==> config.mk <==
export PLATFORM = sky130hd
export DESIGN_NAME = sep_core
export DESIGN_NICKNAME = d
export VERILOG_FILES = /design/src/sep_pkg.sv /design/src/sep_core.sv
export SDC_FILE = /design/constraint.sdc
export NUM_CORES = 1
export LEC_CHECK = 0
export BUFFER_PORTS_ARGS = -buffer_cell sky130_fd_sc_hd__buf_2
export CAP_MARGIN = 10
export CELL_PAD_IN_SITES_DETAIL_PLACEMENT = 1
export CELL_PAD_IN_SITES_GLOBAL_PLACEMENT = 2
export CORE_MARGIN = 10
export CORE_UTILIZATION = 40
export DETAILED_ROUTE_END_ITERATION = 8
export PLACE_DENSITY_LB_ADDON = 0.1
export RECOVER_POWER = 100
export SYNTH_ARGS = -nofsm -noshare
export SYNTH_HDL_FRONTEND = slang
export SYNTH_SLANG_ARGS = --single-unit
==> constraint.sdc <==
create_clock -name clk_sys_i -period 4.3 [get_ports clk_sys_i]
set_input_delay 0 -clock clk_sys_i [delete_from_list [all_inputs] [get_ports clk_sys_i]]
set_output_delay 0 -clock clk_sys_i [all_outputs]
set_load 0.02 [all_outputs]
==> src/sep_pkg.sv <==
// Constants shared by the serial EEPROM protocol front-end.
package sep_pkg;
  localparam logic [7:0] OPC_ARM     = 8'h06;
  localparam logic [7:0] OPC_DISARM  = 8'h04;
  localparam logic [7:0] OPC_ST_RD   = 8'h05;
  localparam logic [7:0] OPC_ST_WR   = 8'h01;
  localparam logic [7:0] OPC_ARR_RD  = 8'h03;
  localparam logic [7:0] OPC_ARR_WR  = 8'h02;
  localparam int         MEM_AW      = 11;
  localparam int         STG_W       = MEM_AW + 8;
  localparam logic [1:0] PROT_NONE   = 2'h0;
  localparam logic [1:0] PROT_QUART  = 2'h1;
  localparam logic [1:0] PROT_HALF   = 2'h2;
  localparam int         ST_LOCK_BIT = 7;
  localparam int         ST_HI_BIT   = 3;
  localparam int         ST_LO_BIT   = 2;
  localparam int         ST_WEL_BIT  = 1;
  localparam int         ST_WIP_BIT  = 0;
  localparam int         CLK_HZ      = 25000000;
  localparam int         TW_US       = 5000;
  localparam int         TW_CYC      = TW_US * (CLK_HZ / 1000000);
  localparam int         TMR_W       = 24;
  typedef enum logic [2:0] {
    ST_IDLE = 3'b000,
    ST_OPC  = 3'b001,
    ST_ADDR = 3'b010,
    ST_DATA = 3'b011,
    ST_RD   = 3'b100,
    ST_WAIT = 3'b101,
    ST_IGN  = 3'b110
  } sep_state_t;
endpackage : sep_pkg

==> src/sep_core.sv <==
// Protocol, hold, write-latch and protection front-end of a serial EEPROM.
`timescale 1ns/1ps
`default_nettype none
module sep_core
  import sep_pkg::*;
#(
  parameter int TW_CYCLES = TW_CYC
) (
  input  wire logic              clk_sys_i,
  input  wire logic              rst_b_i,
  input  wire logic              sck_i,
  input  wire logic              cs_b_i,
  input  wire logic              sdi_i,
  input  wire logic              hold_b_i,
  input  wire logic              wp_b_i,
  input  wire logic [2:0]        nv_status_i,
  input  wire logic [7:0]        rd_data_i,
  input  wire logic              stg_ready_i,
  output logic                   sdo_o,
  output logic                   sdo_oe_o,
  output logic                   status_lock_o,
  output logic                   protect_size_hi_o,
  output logic                   protect_size_lo_o,
  output logic                   write_enable_latch_o,
  output logic                   write_in_progress_o,
  output logic                   active_o,
  output logic                   standby_o,
  output logic [MEM_AW-1:0]      rd_addr_o,
  output logic                   stg_valid_o,
  output logic [STG_W-1:0]       stg_word_o,
  output logic                   wr_commit_o,
  output logic                   wr_abort_o
);
  logic [4:0] sy1_reg, sy2_reg, sy3_reg;
  logic       sck_s, cs_s, si_s, hold_s, wp_s;
  logic       sck_rise, sck_fall, cs_fall, cs_rise, hold_fall, hold_rise;
  sep_state_t st_reg, st_next;
  logic [7:0] opc_reg, opc_next, sh_reg, sh_next, out_reg, out_next;
  logic [2:0] bit_reg, bit_next, obit_reg, obit_next;
  logic       abyte_reg, abyte_next, extra_reg, extra_next, hold_reg, hold_next;
  logic [MEM_AW-1:0] addr_reg, addr_next, raddr_reg, raddr_next;
  logic       wel_reg, wel_next, wip_reg, wip_next;
  logic [2:0] nv_reg, nv_next, nvs_reg, nvs_next;
  logic       nvw_reg, nvw_next, init_reg;
  logic [TMR_W-1:0] tmr_reg, tmr_next;
  logic       so_reg, so_next, oe_reg, oe_next, cm_reg, cm_next, ab_reg, ab_next;
  logic       push, sck_r, sck_f;
  logic [7:0] byte_in, src;
  logic [1:0] v_reg, v_next;
  logic [STG_W-1:0] e0_reg, e0_next, e1_reg, e1_next;

  // Pins pass two flip-flops; the third stage only feeds edge detection.
  always_ff @(posedge clk_sys_i)
  begin
    if (!rst_b_i)
    begin
      sy1_reg <= 5'h18;
      sy2_reg <= 5'h18;
      sy3_reg <= 5'h18;
    end
    else
    begin
      sy1_reg <= {wp_b_i, hold_b_i, sdi_i, cs_b_i, sck_i};
      sy2_reg <= sy1_reg;
      sy3_reg <= sy2_reg;
    end
  end

  assign sck_s     = sy2_reg[0];
  assign cs_s      = sy2_reg[1];
  assign si_s      = sy2_reg[2];
  assign hold_s    = sy2_reg[3];
  assign wp_s      = sy2_reg[4];
  assign sck_rise  = sck_s & ~sy3_reg[0];
  assign sck_fall  = ~sck_s & sy3_reg[0];
  assign cs_fall   = ~cs_s & sy3_reg[1];
  assign cs_rise   = cs_s & ~sy3_reg[1];
  assign hold_fall = ~hold_s & sy3_reg[3];
  assign hold_rise = hold_s & ~sy3_reg[3];
  assign sck_r     = sck_rise & ~hold_reg;
  assign sck_f     = sck_fall & ~hold_reg;
  assign byte_in   = {sh_reg[6:0], si_s};
  assign src       = (opc_reg == OPC_ST_RD) ?
                     {nv_reg[2], 3'h0, nv_reg[1:0], wel_reg, wip_reg} : rd_data_i;

  function automatic logic is_prot(input logic [1:0] sz, input logic [MEM_AW-1:0] a);
    case (sz)
      PROT_NONE:  is_prot = 1'b0;
      PROT_QUART: is_prot = &a[MEM_AW-1:MEM_AW-2];
      PROT_HALF:  is_prot = a[MEM_AW-1];
      default:    is_prot = 1'b1;
    endcase
  endfunction : is_prot

  // Array-write bytes enter the staging buffer unless protected, unarmed, busy or the buffer is full.
  assign push = sck_r && st_reg == ST_DATA && opc_reg == OPC_ARR_WR && bit_reg == 3'h7
                && wel_reg && !wip_reg && !is_prot(nv_reg[1:0], addr_reg)
                && !v_reg[1];

  always_comb
  begin
    st_next    = st_reg;
    opc_next   = opc_reg;
    sh_next    = sh_reg;
    out_next   = out_reg;
    bit_next   = bit_reg;
    obit_next  = obit_reg;
    abyte_next = abyte_reg;
    extra_next = extra_reg;
    hold_next  = hold_reg;
    addr_next  = addr_reg;
    raddr_next = raddr_reg;
    wel_next   = wel_reg;
    wip_next   = wip_reg;
    nv_next    = nv_reg;
    nvs_next   = nvs_reg;
    nvw_next   = nvw_reg;
    tmr_next   = tmr_reg;
    so_next    = so_reg;
    cm_next    = 1'b0;
    ab_next    = 1'b0;
    if (wip_reg)
    begin
      if (tmr_reg == '0)
      begin
        wip_next = 1'b0;
        wel_next = 1'b0;
        if (nvw_reg)
          nv_next = nvs_reg;
        nvw_next = 1'b0;
      end
      else
        tmr_next = tmr_reg - 1'b1;
    end
    // Hold toggles on its input edges with the clock low, and clears when deselected or idle.
    if (st_reg == ST_IDLE || cs_s)
      hold_next = 1'b0;
    else if (!hold_reg && hold_fall && !sck_s)
      hold_next = 1'b1;
    else if (hold_reg && hold_rise && !sck_s)
      hold_next = 1'b0;
    if (cs_rise && st_reg != ST_IDLE)
    begin
      st_next = ST_IDLE;
      if (hold_reg)
        ab_next = (opc_reg == OPC_ARR_WR);
      else if (st_reg == ST_WAIT && bit_reg == 3'h0 && !extra_reg)
      begin
        if (opc_reg == OPC_ARM)
          wel_next = 1'b1;
        else if (opc_reg == OPC_DISARM)
          wel_next = 1'b0;
        else if (opc_reg == OPC_ST_WR && wel_reg && !wip_reg
                 && !(nv_reg[2] && !wp_s))
        begin
          nvs_next = {sh_reg[ST_LOCK_BIT], sh_reg[ST_HI_BIT], sh_reg[ST_LO_BIT]};
          nvw_next = 1'b1;
          wip_next = 1'b1;
          tmr_next = TMR_W'(TW_CYCLES - 1);
        end
      end
      else if (opc_reg == OPC_ARR_WR && st_reg == ST_DATA)
      begin
        if (bit_reg == 3'h0 && extra_reg && wel_reg && !wip_reg)
        begin
          cm_next  = 1'b1;
          wip_next = 1'b1;
          tmr_next = TMR_W'(TW_CYCLES - 1);
        end
        else
          ab_next = 1'b1;
      end
      else if (opc_reg == OPC_ARR_WR)
        ab_next = 1'b1;
    end
    else if (cs_fall && st_reg == ST_IDLE)
    begin
      st_next    = ST_OPC;
      bit_next   = 3'h0;
      obit_next  = 3'h0;
      abyte_next = 1'b0;
      extra_next = 1'b0;
    end
    else if (sck_r && st_reg != ST_IDLE && st_reg != ST_IGN)
    begin
      sh_next  = byte_in;
      bit_next = bit_reg + 3'h1;
      if (bit_reg == 3'h7)
      begin
        case (st_reg)
          ST_OPC:
          begin
            opc_next = byte_in;
            case (byte_in)
              OPC_ARM, OPC_DISARM:   st_next = ST_WAIT;
              OPC_ST_WR:             st_next = ST_DATA;
              OPC_ST_RD:             st_next = ST_RD;
              OPC_ARR_RD, OPC_ARR_WR: st_next = ST_ADDR;
              default:               st_next = ST_IGN;
            endcase
          end
          ST_ADDR:
          begin
            abyte_next = 1'b1;
            if (abyte_reg)
            begin
              addr_next  = {addr_reg[MEM_AW-9:0], byte_in};
              raddr_next = {addr_reg[MEM_AW-9:0], byte_in};
              st_next    = (opc_reg == OPC_ARR_RD) ? ST_RD : ST_DATA;
            end
            else
              addr_next[MEM_AW-9:0] = byte_in[MEM_AW-9:0];
          end
          ST_DATA:
          begin
            if (opc_reg == OPC_ST_WR)
              st_next = ST_WAIT;
            else
            begin
              extra_next = 1'b1;
              addr_next  = addr_reg + 1'b1;
            end
          end
          ST_WAIT:   extra_next = 1'b1;
          default:   st_next = st_reg;
        endcase
      end
      else if (st_reg == ST_WAIT)
        extra_next = 1'b1;
    end
    // Read data leaves on falling clock edges, most significant bit first.
    if (sck_f && st_reg == ST_RD && !cs_s)
    begin
      obit_next = obit_reg + 3'h1;
      if (obit_reg == 3'h0)
      begin
        so_next  = src[7];
        out_next = {src[6:0], 1'b0};
      end
      else
      begin
        so_next  = out_reg[7];
        out_next = {out_reg[6:0], 1'b0};
      end
      if (obit_reg == 3'h7 && opc_reg == OPC_ARR_RD)
        raddr_next = raddr_reg + 1'b1;
    end
  end

  assign oe_next = (st_reg == ST_RD) && !cs_s && !hold_reg && obit_reg != 3'h0
                   || (oe_reg && st_reg == ST_RD && !cs_s && !hold_reg);

  always_ff @(posedge clk_sys_i)
  begin
    if (!rst_b_i)
    begin
      st_reg    <= ST_IDLE;
      opc_reg   <= 8'h00;
      sh_reg    <= 8'h00;
      out_reg   <= 8'h00;
      bit_reg   <= 3'h0;
      obit_reg  <= 3'h0;
      abyte_reg <= 1'b0;
      extra_reg <= 1'b0;
      hold_reg  <= 1'b0;
      addr_reg  <= '0;
      raddr_reg <= '0;
      wel_reg   <= 1'b0;
      wip_reg   <= 1'b0;
      nvs_reg   <= 3'h0;
      nvw_reg   <= 1'b0;
      tmr_reg   <= '0;
      so_reg    <= 1'b0;
      oe_reg    <= 1'b0;
      cm_reg    <= 1'b0;
      ab_reg    <= 1'b0;
      init_reg  <= 1'b1;
    end
    else
    begin
      st_reg    <= st_next;
      opc_reg   <= opc_next;
      sh_reg    <= sh_next;
      out_reg   <= out_next;
      bit_reg   <= bit_next;
      obit_reg  <= obit_next;
      abyte_reg <= abyte_next;
      extra_reg <= extra_next;
      hold_reg  <= hold_next;
      addr_reg  <= addr_next;
      raddr_reg <= raddr_next;
      wel_reg   <= wel_next;
      wip_reg   <= wip_next;
      nvs_reg   <= nvs_next;
      nvw_reg   <= nvw_next;
      tmr_reg   <= tmr_next;
      so_reg    <= so_next;
      oe_reg    <= oe_next;
      cm_reg    <= cm_next;
      ab_reg    <= ab_next;
      init_reg  <= 1'b0;
    end
  end

  // Non-volatile bits are reloaded from the store while reset is held.
  always_ff @(posedge clk_sys_i)
  begin
    if (!rst_b_i || init_reg)
      nv_reg <= nv_status_i;
    else
      nv_reg <= nv_next;
  end

  // Two-entry staging buffer; entry 0 is always the head.
  always_comb
  begin
    v_next  = v_reg;
    e0_next = e0_reg;
    e1_next = e1_reg;
    if (v_reg[0] && stg_ready_i)
    begin
      e0_next = e1_reg;
      v_next  = {1'b0, v_reg[1]};
    end
    if (push)
    begin
      if (!v_next[0])
      begin
        e0_next    = {addr_reg, byte_in};
        v_next[0]  = 1'b1;
      end
      else
      begin
        e1_next    = {addr_reg, byte_in};
        v_next[1]  = 1'b1;
      end
    end
  end

  always_ff @(posedge clk_sys_i)
  begin
    if (!rst_b_i)
    begin
      v_reg  <= 2'h0;
      e0_reg <= '0;
      e1_reg <= '0;
    end
    else
    begin
      v_reg  <= v_next;
      e0_reg <= e0_next;
      e1_reg <= e1_next;
    end
  end

  always_ff @(posedge clk_sys_i)
  begin
    if (!rst_b_i)
    begin
      active_o  <= 1'b0;
      standby_o <= 1'b1;
    end
    else
    begin
      active_o  <= (st_next != ST_IDLE);
      standby_o <= (st_next == ST_IDLE) && !wip_next;
    end
  end

  assign sdo_o                = so_reg;
  assign sdo_oe_o             = oe_reg;
  assign status_lock_o        = nv_reg[2];
  assign protect_size_hi_o    = nv_reg[1];
  assign protect_size_lo_o    = nv_reg[0];
  assign write_enable_latch_o = wel_reg;
  assign write_in_progress_o  = wip_reg;
  assign rd_addr_o            = raddr_reg;
  assign stg_valid_o          = v_reg[0];
  assign stg_word_o           = e0_reg;
  assign wr_commit_o          = cm_reg;
  assign wr_abort_o           = ab_reg;
endmodule : sep_core
`default_nettype wire

==> qor.yml, run 1 <==
maxCapViolations: 3
cts.repair.resized: 0
post_route_fraction_of_the_period_consumed_by_the_critical_path_pct: 76.0
grt_setup_unrepaired: "false"
number_of_clock_sinks_seen_by_cts: 150
critical_path.startpoint_type: "input pin"
antennaDiodeCount: 0
synth_warnings: 0
cp_data_required_time_ns: 4.51
critical_path.most_common_cell: "clkbuf_1"
violated_checks: "capacitance limit, slew limit"
die_y_um: 153
wire_per_inst_um: 20.1
io_buffers: 60
timing.max_slew.rel_slack_pct: -40.3
cts.reportedPaths.clkPinSlew_ns: 0.06
worstSetupPathType: "input pin to flop"
synth.top_cell.area_share_pct: 41.3
core_area_um2: 17400
fin_crit_ns: 3.27
cpLargestDelayFamily: "buffers and inverters"
power.static_leakage_nw: 3.00
finalNetCount: 882
drt.antenna.violating_nets: 0
seq_area_frac_synth_pct: 42.6
ios: 61
post-synth-top-area-cell: "dfxtp_1"
hold_viol_final: 0
layout.cells.non_filler: 1090
floorplan.initialDensity_pct: 41.1
detail_route.drc_violations: 0
slowest_stage_cell_cp: "clkbuf_1"
netlist_top_cells_area: "dfxtp_1 (41%), mux2i_1 (7.7%), nor2_1 (5.1%)"
p_per_area_nw_per_um2: 377
post-dp-hpwl_um: 15100
ys_types: 73
clkLatencyLatePin_ns: 0.43
via_per_inst: 5.78
max-clock-path-buffers: 2
worst_clock_skew_ns: 0.0119
synth_nets: 842
area_delta_synth_final_pct: 15.1
max_freq_mhz: 306
multi_input_comb_area_um2: 3770
synth.most_common_cell: "dfxtp_1"
postLayoutCoreUtil_pct: 47.2
row_count: 48
wire_length_of_the_first_global_routing_pass_um: 35500
crit_path_max_incr_delay_ns: 1.52
post_synthesis_instance_area_um2: 7130
hold_path_class: "input pin to flop"
synth-seq-cells: 150
cts_tree: "built"
syn_avg_cell_area_um2: 8.76
antenna_found_initial: 0
most_used_flip_flop_cell_after_synthesis: "dfxtp_1"
postSynthCellCount: 813
timing_max_transition_violations_final: 122
crit_path_max_fanout: 62
power.ir.vdd_worst_mv: 0.291
cp_num_buf_inv: 4
path_cells: "clkbuf_1 -> inv_2 -> clkbuf_1 -> buf_4 -> a211oi_1"
grt_start_max_net_pins: 63
cts_root_buf: "clkbuf_16"
dr_pass1_iterations: 4
report.final.setup_viol: 0
synth.top_cells.by_count: "dfxtp_1 (147), nor2_1 (96), nand2_1 (63)"
layout_cell_share_with_drive_strength_beyond_1_pct: 9.60
place.gp.congestion: 0.807
htree_levels: 4
cts_inserted_buffers: 17
postSynth.asyncResetShare_pct: 0
placedCellCount: 1047
globalRoute.totalOverflow: 0
fillers: 2057
critical_path_arrival_ns: 3.48
die_area_um2: 23600
seqCellArea_um2: 3030
fin_total_pwr_mw: 3.09
grt_pass1_vias: 6511
synth_enable_flop_cells: 3
gr-usage-all-layers_pct: 18.2
run_status: "complete, but fails checks"
largest_register_ffs: 24
die-width_um: 153
worst-slew-pin-transition_ns: 2.10
final.setup.tns_ns: 0
route.vias.total: 6298
worstSetupEndpointType: "flop"
drt_iter0_markers: 306
drt-total-wl_um: 21900
## path summary, 6_finish.rpt
path | cells past startpoint | to | slack, ns | startpoint
max | 5 | stg_word_o[3] | 1.03 | rst_b_i
min | 4 | out_reg[1] | 0.04 | rd_data_i[0]
max reg2reg | 6 | rd_addr_o[9] | 1.04 | st_reg[0]
min reg2reg | 1 | sy2_reg[3] | 0.41 | sy1_reg[3]
## cell families (layout without fill, tap and decap cells)
family | Yosys count | in the layout | synth area share (%)
flip-flops | 150 | 150 | 42.6
multiplexers | 60 | 60 | 8.52
AND/OR/NAND/NOR | 322 | 322 | 24.4
XOR/XNOR | 12 | 12 | 1.48
buffers and inverters | 81 | 133 | 4.46
AO/OA/AOI/OAI | 178 | 178 | 16.9
adder cells (fa/ha/maj) | 10 | 10 | 1.76
## tightest hold or removal path, cell delays in order
cell and delay (ns):
buf_2 0.08, mux2_2 0.14, nand3_1 0.07, a21oi_1 0.13
## cell usage in the layout, fill, tap and decap left out, types with 5 or more instances in the layout
cell type,netlist,layout
dfxtp_1,147,147
nor2_1,96,96
nand2_1,63,63
mux2i_1,55,55
a21oi_1,53,53
clkbuf_1,49,48
nand3_1,27,27
a211oi_1,27,27
inv_1,23,22
nor3_1,17,18
o21ai_0,17,17
clkbuf_16,0,17
buf_2,8,17
a31oi_1,16,16
nor4_1,13,13
nand4_1,13,13
nand2b_1,11,11
dlygate4sd3_1,0,11
ha_1,10,10
or3_1,9,9
xnor2_1,9,9
or4_1,7,7
a21o_1,6,6
or2_2,7,6
o22ai_1,6,6
o31ai_1,6,6
mux2_2,5,5
and4_1,5,5
nor2b_1,5,5
nand3b_1,5,5
and3_1,5,5
and2_1,8,5
a31o_2,5,5
## report_power, final
| part | leakage (nW) | switching (mW) | internal, mW |
|---|---|---|---|
| registers | 1.22 | 0.0116 | 1.40 |
| clock network | 0.307 | 0.602 | 1.00 |
| logic | 1.48 | 0.0456 | 0.0268 |
| total | 3.00 | 0.659 | 2.43 |
## final cells by class
class,count,share of cell area [%]
clock inverters,11,2.08
clock buffers,20,5.57
inverters,23,1.05
well taps,225,3.43
repair buffers,79,4.90
flip-flops and latches,150,37.0
multi-input cells,582,46.0
## through the flow
stage | setup slack [ns] | instance area [um^2] | hold WS, ns
after floorplan | 2.20 | 7130 | 0.101
after global placement | 1.63 | 7530 | 0.180
after detailed placement | 1.48 | 7530 | 0.190
after CTS | 1.44 | 8270 | 0.0244
after global routing | 0.726 | 8200 | 0.0275
final | 1.03 | 8200 | 0.0367
## what timing repair did
item	CTS	global route
buffers inserted	0	0
endpoints found under the hold margin	11	0
hold buffers	11	0
## routing by layer
layer,vias up,GRT usage (%),wire length [um]
met5,-,0,0
met4,0,4.99,288
met3,21,4.60,842
met2,89,31.8,10800
li1,3047,-,-
met1,3141,21.7,9900
Power figures use the tool's default switching activity.
==> run 2, diff against run 1 <==
--- a/config.mk
+++ b/config.mk
@@ -10,7 +10,7 @@
 export CELL_PAD_IN_SITES_DETAIL_PLACEMENT = 1
 export CELL_PAD_IN_SITES_GLOBAL_PLACEMENT = 2
 export CORE_MARGIN = 10
-export CORE_UTILIZATION = 40
+export CORE_UTILIZATION = 33
 export DETAILED_ROUTE_END_ITERATION = 8
 export PLACE_DENSITY_LB_ADDON = 0.1
 export RECOVER_POWER = 100
==> constraint.sdc (replaced) <==
create_clock -name clk_sys_i -period 2.8 [get_ports clk_sys_i]
set_input_delay 0 -clock clk_sys_i [delete_from_list [all_inputs] [get_ports clk_sys_i]]
set_output_delay 0 -clock clk_sys_i [all_outputs]
set_load 0.02 [all_outputs]
==> run 2 against run 1 <==
The run now ends clean. Via count is 0.27% lower. Register-to-register slack worse by 0.83 ns. Clock skew hardly changed. Combinational power is 60% higher. Global-route usage is 2.4 points lower. Power is 48% higher. Clock power is 42% higher. Final area is 2.0% higher. Worst hold slack worse by 0.0095 ns. Sequential share of layout area is 0.71 points lower. Flip-flop and latch count stayed put.
==> qor.yml, run 2 (synthesized netlist as in run 1, its figures left out) <==
die-width_um: 167  # was 153 um
cts.repair_timing.setup_buffer_count: 0  # unchanged
max-clock-path-buffers: 2  # unchanged
post-dp-hpwl_um: 16000  # was 15,100 um
final.setup.tns_ns: 0  # unchanged
worst_clock_skew_ns: 0.0117  # was 0.0119 ns
worstSetupEndpointType: "flop"  # unchanged
critical_path_arrival_ns: 2.88  # was 3.48 ns
drt_iter0_markers: 321  # was 306
power.static_leakage_nw: 3.09  # was 3.00 nW
wire_per_inst_um: 19.1  # was 20.1 um
htree_levels: 4  # unchanged
route.vias.total: 6281  # was 6,298
cp_data_required_time_ns: 3.10  # was 4.51 ns
max_freq_mhz: 387
detail_route.drc_violations: 0  # unchanged
layout_commonest_cell: "dfxtp_1"  # unchanged
worst-slew-pin-transition_ns: 1.38  # was 2.10 ns
io_buffers: 60  # unchanged
layout_cell_share_with_drive_strength_beyond_1_pct: 11.3  # was 9.60%
ios: 61  # unchanged
drt.antenna.violating_nets: 0  # unchanged
timing_max_transition_violations_final: 0  # was 122
fin_crit_ns: 2.59
antenna_found_initial: 0  # unchanged
area_delta_synth_final_pct: 17.3  # was 15.1%
fillers: 2465  # was 2,057
layout_common_cells: "dfxtp_1 (147), nor2_1 (96), nand2_1 (63)"  # unchanged
core_area_um2: 21200  # was 17,400 um^2
cts_root_buf: "clkbuf_16"  # unchanged
dp_worst_setup_slack_ns: 0.321  # was 1.48 ns
floorplan.initialDensity_pct: 33.7  # was 41.1%
cpLargestDelayFamily: "simple AND/OR/NAND/NOR gates"  # was buffers and inverters
path_cells: "or4_1 -> o41ai_1 -> a21oi_1 -> o2111a_1 -> or3_1"  # was clkbuf_1 -> inv_2 -> clkbuf_1 -> buf_4 -> a211oi_1
p_per_area_nw_per_um2: 546  # was 377 nW/um^2
number_of_clock_sinks_seen_by_cts: 150  # unchanged
report.final.setup_viol: 0  # unchanged
grt_pass1_vias: 6720  # was 6,511
hold_viol_final: 0  # unchanged
final.setup.worst_slack_ns: 0.214  # was 1.03 ns
largest_register_ffs: 24  # unchanged
globalRoute.totalOverflow: 0  # unchanged
clkLatencyLatePin_ns: 0.43  # about the same
post_route_fraction_of_the_period_consumed_by_the_critical_path_pct: 92.3
drt-total-wl_um: 22200  # was 21,900 um
grt_setup_unrepaired: "false"  # unchanged
gr-usage-all-layers_pct: 15.8  # was 18.2%
die_y_um: 167  # was 153 um
cts.reportedPaths.clkPinSlew_ns: 0.07  # was 0.06 ns
power.ir.vdd_worst_mv: 0.352  # was 0.291 mV
timing.max_slew.rel_slack_pct: 8.12  # was -40.3%
crit_path_max_incr_delay_ns: 0.66  # was 1.52 ns
cts_inserted_buffers: 17  # unchanged
cp_num_buf_inv: 0  # was 4
row_count: 53  # was 48
die_area_um2: 27900  # was 23,600 um^2
cts_tree: "built"  # unchanged
dr_pass1_iterations: 4  # unchanged
antennaDiodeCount: 0  # unchanged
wire_length_of_the_first_global_routing_pass_um: 36700  # was 35,500 um
cts.repair.resized: 0  # unchanged
maxCapViolations: 0  # was 3
worstSetupPathType: "flop to flop"  # was input pin to flop
place.gp.congestion: 0.819  # was 0.807
slowest_stage_cell_cp: "or4_1"  # was clkbuf_1
run_status: "finished, final reports clean"  # was complete, but fails checks
crit_path_max_fanout: 9  # was 62
finalNetCount: 904  # was 882
grt_start_max_net_pins: 65  # was 63
critical_path.startpoint_type: "flop"  # was input pin
via_per_inst: 5.40  # was 5.78
hold_path_class: "input pin to flop"  # unchanged
==> run 2: through the flow <==
step / hold slack, ns / power (mW) / util (%) / cells / instance area [um^2]
finish: 0.0273 / 4.57 / 39.5 / 1163 / 8360
global route: 0.0460 / 4.73 / 39.5 / 1163 / 8360
CTS: 0.0130 / 4.63 / 40.0 / 1163 / 8470
detailed placement: 0.189 / 2.32 / 36.8 / 1119 / 7770
global placement: 0.181 / 2.32 / 36.8 / 1119 / 7770
floorplan: 0.101 / 2.28 / - / 813 / 7130
==> run 2: report_power, final <==
part,internal [mW],switching [mW]
Clock,1.28,1.00
Sequential,2.15,0.0145
Combinational,0.0437,0.0725
Total,3.47,1.09
==> run 2: final timing paths <==
kind                startpoint         end  slack [ns]  cells after the start
hold / removal    rd_data_i[0]  out_reg[1]        0.03                      4
setup / recovery     sh_reg[2]    active_o        0.21                      5
setup reg to reg     sh_reg[2]    active_o        0.21                      5
hold reg to reg     sy1_reg[3]  sy2_reg[3]        0.42                      1
==> run 2: final cells by class <==
type	count	area [um^2]	area share [%]
multi-input cells	582	3740	44.8
flip-flops and latches	150	3030	36.3
repair buffers	101	574	6.87
clock buffers	19	443	5.30
well taps	275	344	4.12
clock inverters	13	134	1.60
inverters	23	86.3	1.03
==> run 2: repair_timing <==
item / 4_1_cts / 5_1_grt
hold endpoints to repair: 18 / 0
hold buffers: 12 / 0
endpoints found under the setup margin: 0 / 0
==> run 2: per-layer routing <==
metal | up-vias | track usage (%) | wire, um
li1 | 3093 | - | -
met1 | 3084 | 20.4 | 10700
met2 | 86 | 26.3 | 10600
met3 | 18 | 3.18 | 699
met4 | 0 | 4.16 | 249
met5 | - | 0 | 0
==> run 2: worst reg2reg max path, stage by stage, from the launching register on <==
cell and delay, ns:
dfxtp_1 0.46, or4_1 0.66, o41ai_1 0.48, a21oi_1 0.16, o2111a_1 0.30, or3_1 0.40
==> run 3, diff against run 2 <==
--- a/config.mk
+++ b/config.mk
@@ -9,8 +9,8 @@
 export CAP_MARGIN = 10
 export CELL_PAD_IN_SITES_DETAIL_PLACEMENT = 1
 export CELL_PAD_IN_SITES_GLOBAL_PLACEMENT = 2
-export CORE_MARGIN = 10
-export CORE_UTILIZATION = 33
+export CORE_MARGIN = 4
+export CORE_UTILIZATION = 37
 export DETAILED_ROUTE_END_ITERATION = 8
 export PLACE_DENSITY_LB_ADDON = 0.1
 export RECOVER_POWER = 100
==> constraint.sdc (replaced) <==
create_clock -name clk_sys_i -period 2.78 [get_ports clk_sys_i]
set_input_delay 0 -clock clk_sys_i [delete_from_list [all_inputs] [get_ports clk_sys_i]]
set_output_delay 0 -clock clk_sys_i [all_outputs]
set_load 0.02 [all_outputs]
==> run 3 against run 2 <==
First-iteration DRC count is 7.5% lower. Highest routed layer unchanged. Largest power group unchanged. Clock skew grew 0.0016 ns. Count of clock-buffer cells in the layout shrank 1.
==> qor.yml, run 3 (synthesized netlist as in run 1, its figures left out) <==
netSwitchingPower_mw: 1.12  # was 1.09 mW
via_per_inst: 5.49  # was 5.40
post-dp-hpwl_um: 14900  # was 16,000 um
number_of_clock_sinks_seen_by_cts: 150  # unchanged
internal_power_contribution_mw: 3.40  # was 3.47 mW
finalNetCount: 904  # unchanged
gr-usage-all-layers_pct: 20.0  # was 15.8%
slack_of_the_worst_reg_to_reg_path_ns: 0.25  # was 0.21 ns
die_area_um2: 21500  # was 27,900 um^2
net_switching_share_of_the_total_power_pct: 24.7  # was 23.9%
largest_register_ffs: 24  # unchanged
timing_max_transition_violations_final: 0  # unchanged
drt-total-wl_um: 21400  # was 22,200 um
crit_path_max_fanout: 20  # was 9
row_count: 50  # was 53
worst-slew-pin-transition_ns: 1.21  # was 1.38 ns
cts_tree: "built"  # unchanged
run_status: "finished, final reports clean"  # unchanged
fillers: 2246  # was 2,465
cp_data_required_time_ns: 3.10  # about the same
critical_path.startpoint_type: "flop"  # unchanged
ios: 61  # unchanged
rr_worst_depth: 8  # was 5
grt_pass1_vias: 6535  # was 6,720
power.ir.vdd_worst_mv: 0.416  # was 0.352 mV
layout_cell_share_with_drive_strength_beyond_1_pct: 12.0  # was 11.3%
detail_route.drc_violations: 0  # unchanged
cts_root_buf: "clkbuf_16"  # unchanged
layout_commonest_cell: "dfxtp_1"  # unchanged
fin_worst_hold_slack_ns: 0.0260  # was 0.0273 ns
placedCellCount: 1105  # was 1,119
pwr-share-seq_pct: 48.3  # was 47.5%
share_clk_of_total_power_pct: 49.1  # was 49.9%
die-width_um: 147  # was 167 um
io_buffers: 60  # unchanged
floorplan.initialDensity_pct: 37.8  # was 33.7%
maxCapViolations: 0  # unchanged
worst_r2r_endpoint: "e1_reg[15]"  # was active_o
p_per_area_nw_per_um2: 543  # was 546 nW/um^2
timing.rr.start: "bit_reg[1]"  # was sh_reg[2]
power.static_leakage_nw: 3.08  # was 3.09 nW
die_y_um: 147  # was 167 um
place.gp.congestion: 0.838  # was 0.819
max-clock-path-buffers: 2  # unchanged
grt_start_max_net_pins: 75  # was 65
htree_levels: 4  # unchanged
worst_clock_skew_ns: 0.0133  # was 0.0117 ns
antennaDiodeCount: 0  # unchanged
max_freq_mhz: 396  # was 387 MHz
report.final.setup_viol: 0  # unchanged
route.vias.total: 6304  # was 6,281
postLayoutCoreUtil_pct: 44.2  # was 39.5%
wire_per_inst_um: 18.6  # was 19.1 um
clkLatencyLatePin_ns: 0.44  # was 0.43 ns
fin_crit_ns: 2.53  # was 2.59 ns
post_route_fraction_of_the_period_consumed_by_the_critical_path_pct: 90.9  # was 92.3%
min_to: "out_reg[1]"  # unchanged
hold_path_class: "input pin to flop"  # unchanged
worstSetupPathType: "flop to flop"  # unchanged
hold_path_cells: 4  # unchanged
wire_length_of_the_first_global_routing_pass_um: 35000  # was 36,700 um
cts.reportedPaths.clkPinSlew_ns: 0.07  # about the same
layout_common_cells: "dfxtp_1 (147), nor2_1 (96), nand2_1 (63)"  # unchanged
globalRoute.totalOverflow: 0  # unchanged
grt_setup_unrepaired: "false"  # unchanged
layout.cells.non_filler: 1148  # was 1,163
comb_power_share_pct: 2.6  # was 2.5%
area_delta_synth_final_pct: 16.9  # was 17.3%
final.setup.tns_ns: 0  # unchanged
min-delay-start: "rd_data_i[0]"  # unchanged
drt.antenna.violating_nets: 0  # unchanged
cts.repair_timing.setup_buffer_count: 0  # unchanged
critical_path_arrival_ns: 2.85  # was 2.88 ns
cts_inserted_buffers: 17  # unchanged
core_area_um2: 18800  # was 21,200 um^2
fin_total_pwr_mw: 4.52  # was 4.57 mW
drt_iter0_markers: 297  # was 321
dr_pass1_iterations: 4  # unchanged
hold_viol_final: 0  # unchanged
worstSetupEndpointType: "flop"  # unchanged
antenna_found_initial: 0  # unchanged
timing.max_slew.rel_slack_pct: 19.5  # was 8.12%
==> run 3: worst max-delay path by stage <==
| stage | from | end | slack, ns | cells past startpoint |
|---|---|---|---|---|
| floorplan | sh_reg[3] | active_o | 0.68 | 6 |
| global placement | bit_reg[1] | addr_reg[10] | 0.31 | 8 |
| detailed placement | bit_reg[1] | addr_reg[8] | 0.17 | 8 |
| CTS | bit_reg[1] | addr_reg[8] | 0.19 | 8 |
| global route | st_reg[2] | e1_reg[5] | 0.03 | 7 |
| finish | bit_reg[1] | e1_reg[15] | 0.25 | 8 |
==> run 3: stage by stage <==
step	area (um^2)	worst slack (ns)
after floorplan	7130	0.678
after global placement	7760	0.306
after detailed placement	7760	0.174
after CTS	8430	0.189
after global routing	8330	0.0319
final	8330	0.253
==> run 3: cell type report <==
type / instances / area (um^2) / share of cell area [%]
clock buffers: 18 / 439 / 5.27
clock inverters: 14 / 118 / 1.41
inverters: 23 / 86.3 / 1.04
multi-input cells: 582 / 3750 / 45.1
flip-flops and latches: 150 / 3030 / 36.4
well taps: 260 / 325 / 3.91
repair buffers: 101 / 573 / 6.88
==> run 3: metal layers <==
layer | share of wire (%) | routed length, um | global-route usage [%]
met2 | 48 | 10300 | 33.6
met1 | 47 | 10100 | 26.0
met4 | 1.3 | 277 | 5.93
met3 | 3.2 | 677 | 4.10
met5 | 0 | 0 | 0
==> run 3: timing repair <==
action	CTS	global route
hold endpoints to repair	11	0
hold buffers	11	0
gates resized for setup	0	1
setup endpoints to repair	0	5
==> run 3: worst max-delay path, cell delays in order (launching register included) <==
cell       delay, ns
dfxtp_1         0.36
ha_1            0.16
ha_1            0.30
nand4bb_1       0.19
a21o_1          0.19
nor4_1          0.22
clkbuf_2        0.63
mux2i_1         0.29
nor2_1          0.06
==> run 3: power groups by stage <==
stage                     Combinational [mW]  Sequential [mW]  Clock, mW
after floorplan                       0.0629             2.23          0
after detailed placement               0.109             2.23          0
final                                  0.119             2.19       2.22
after global routing                   0.130             2.19       2.38
after global placement                 0.107             2.23          0
after CTS                              0.122             2.19       2.28
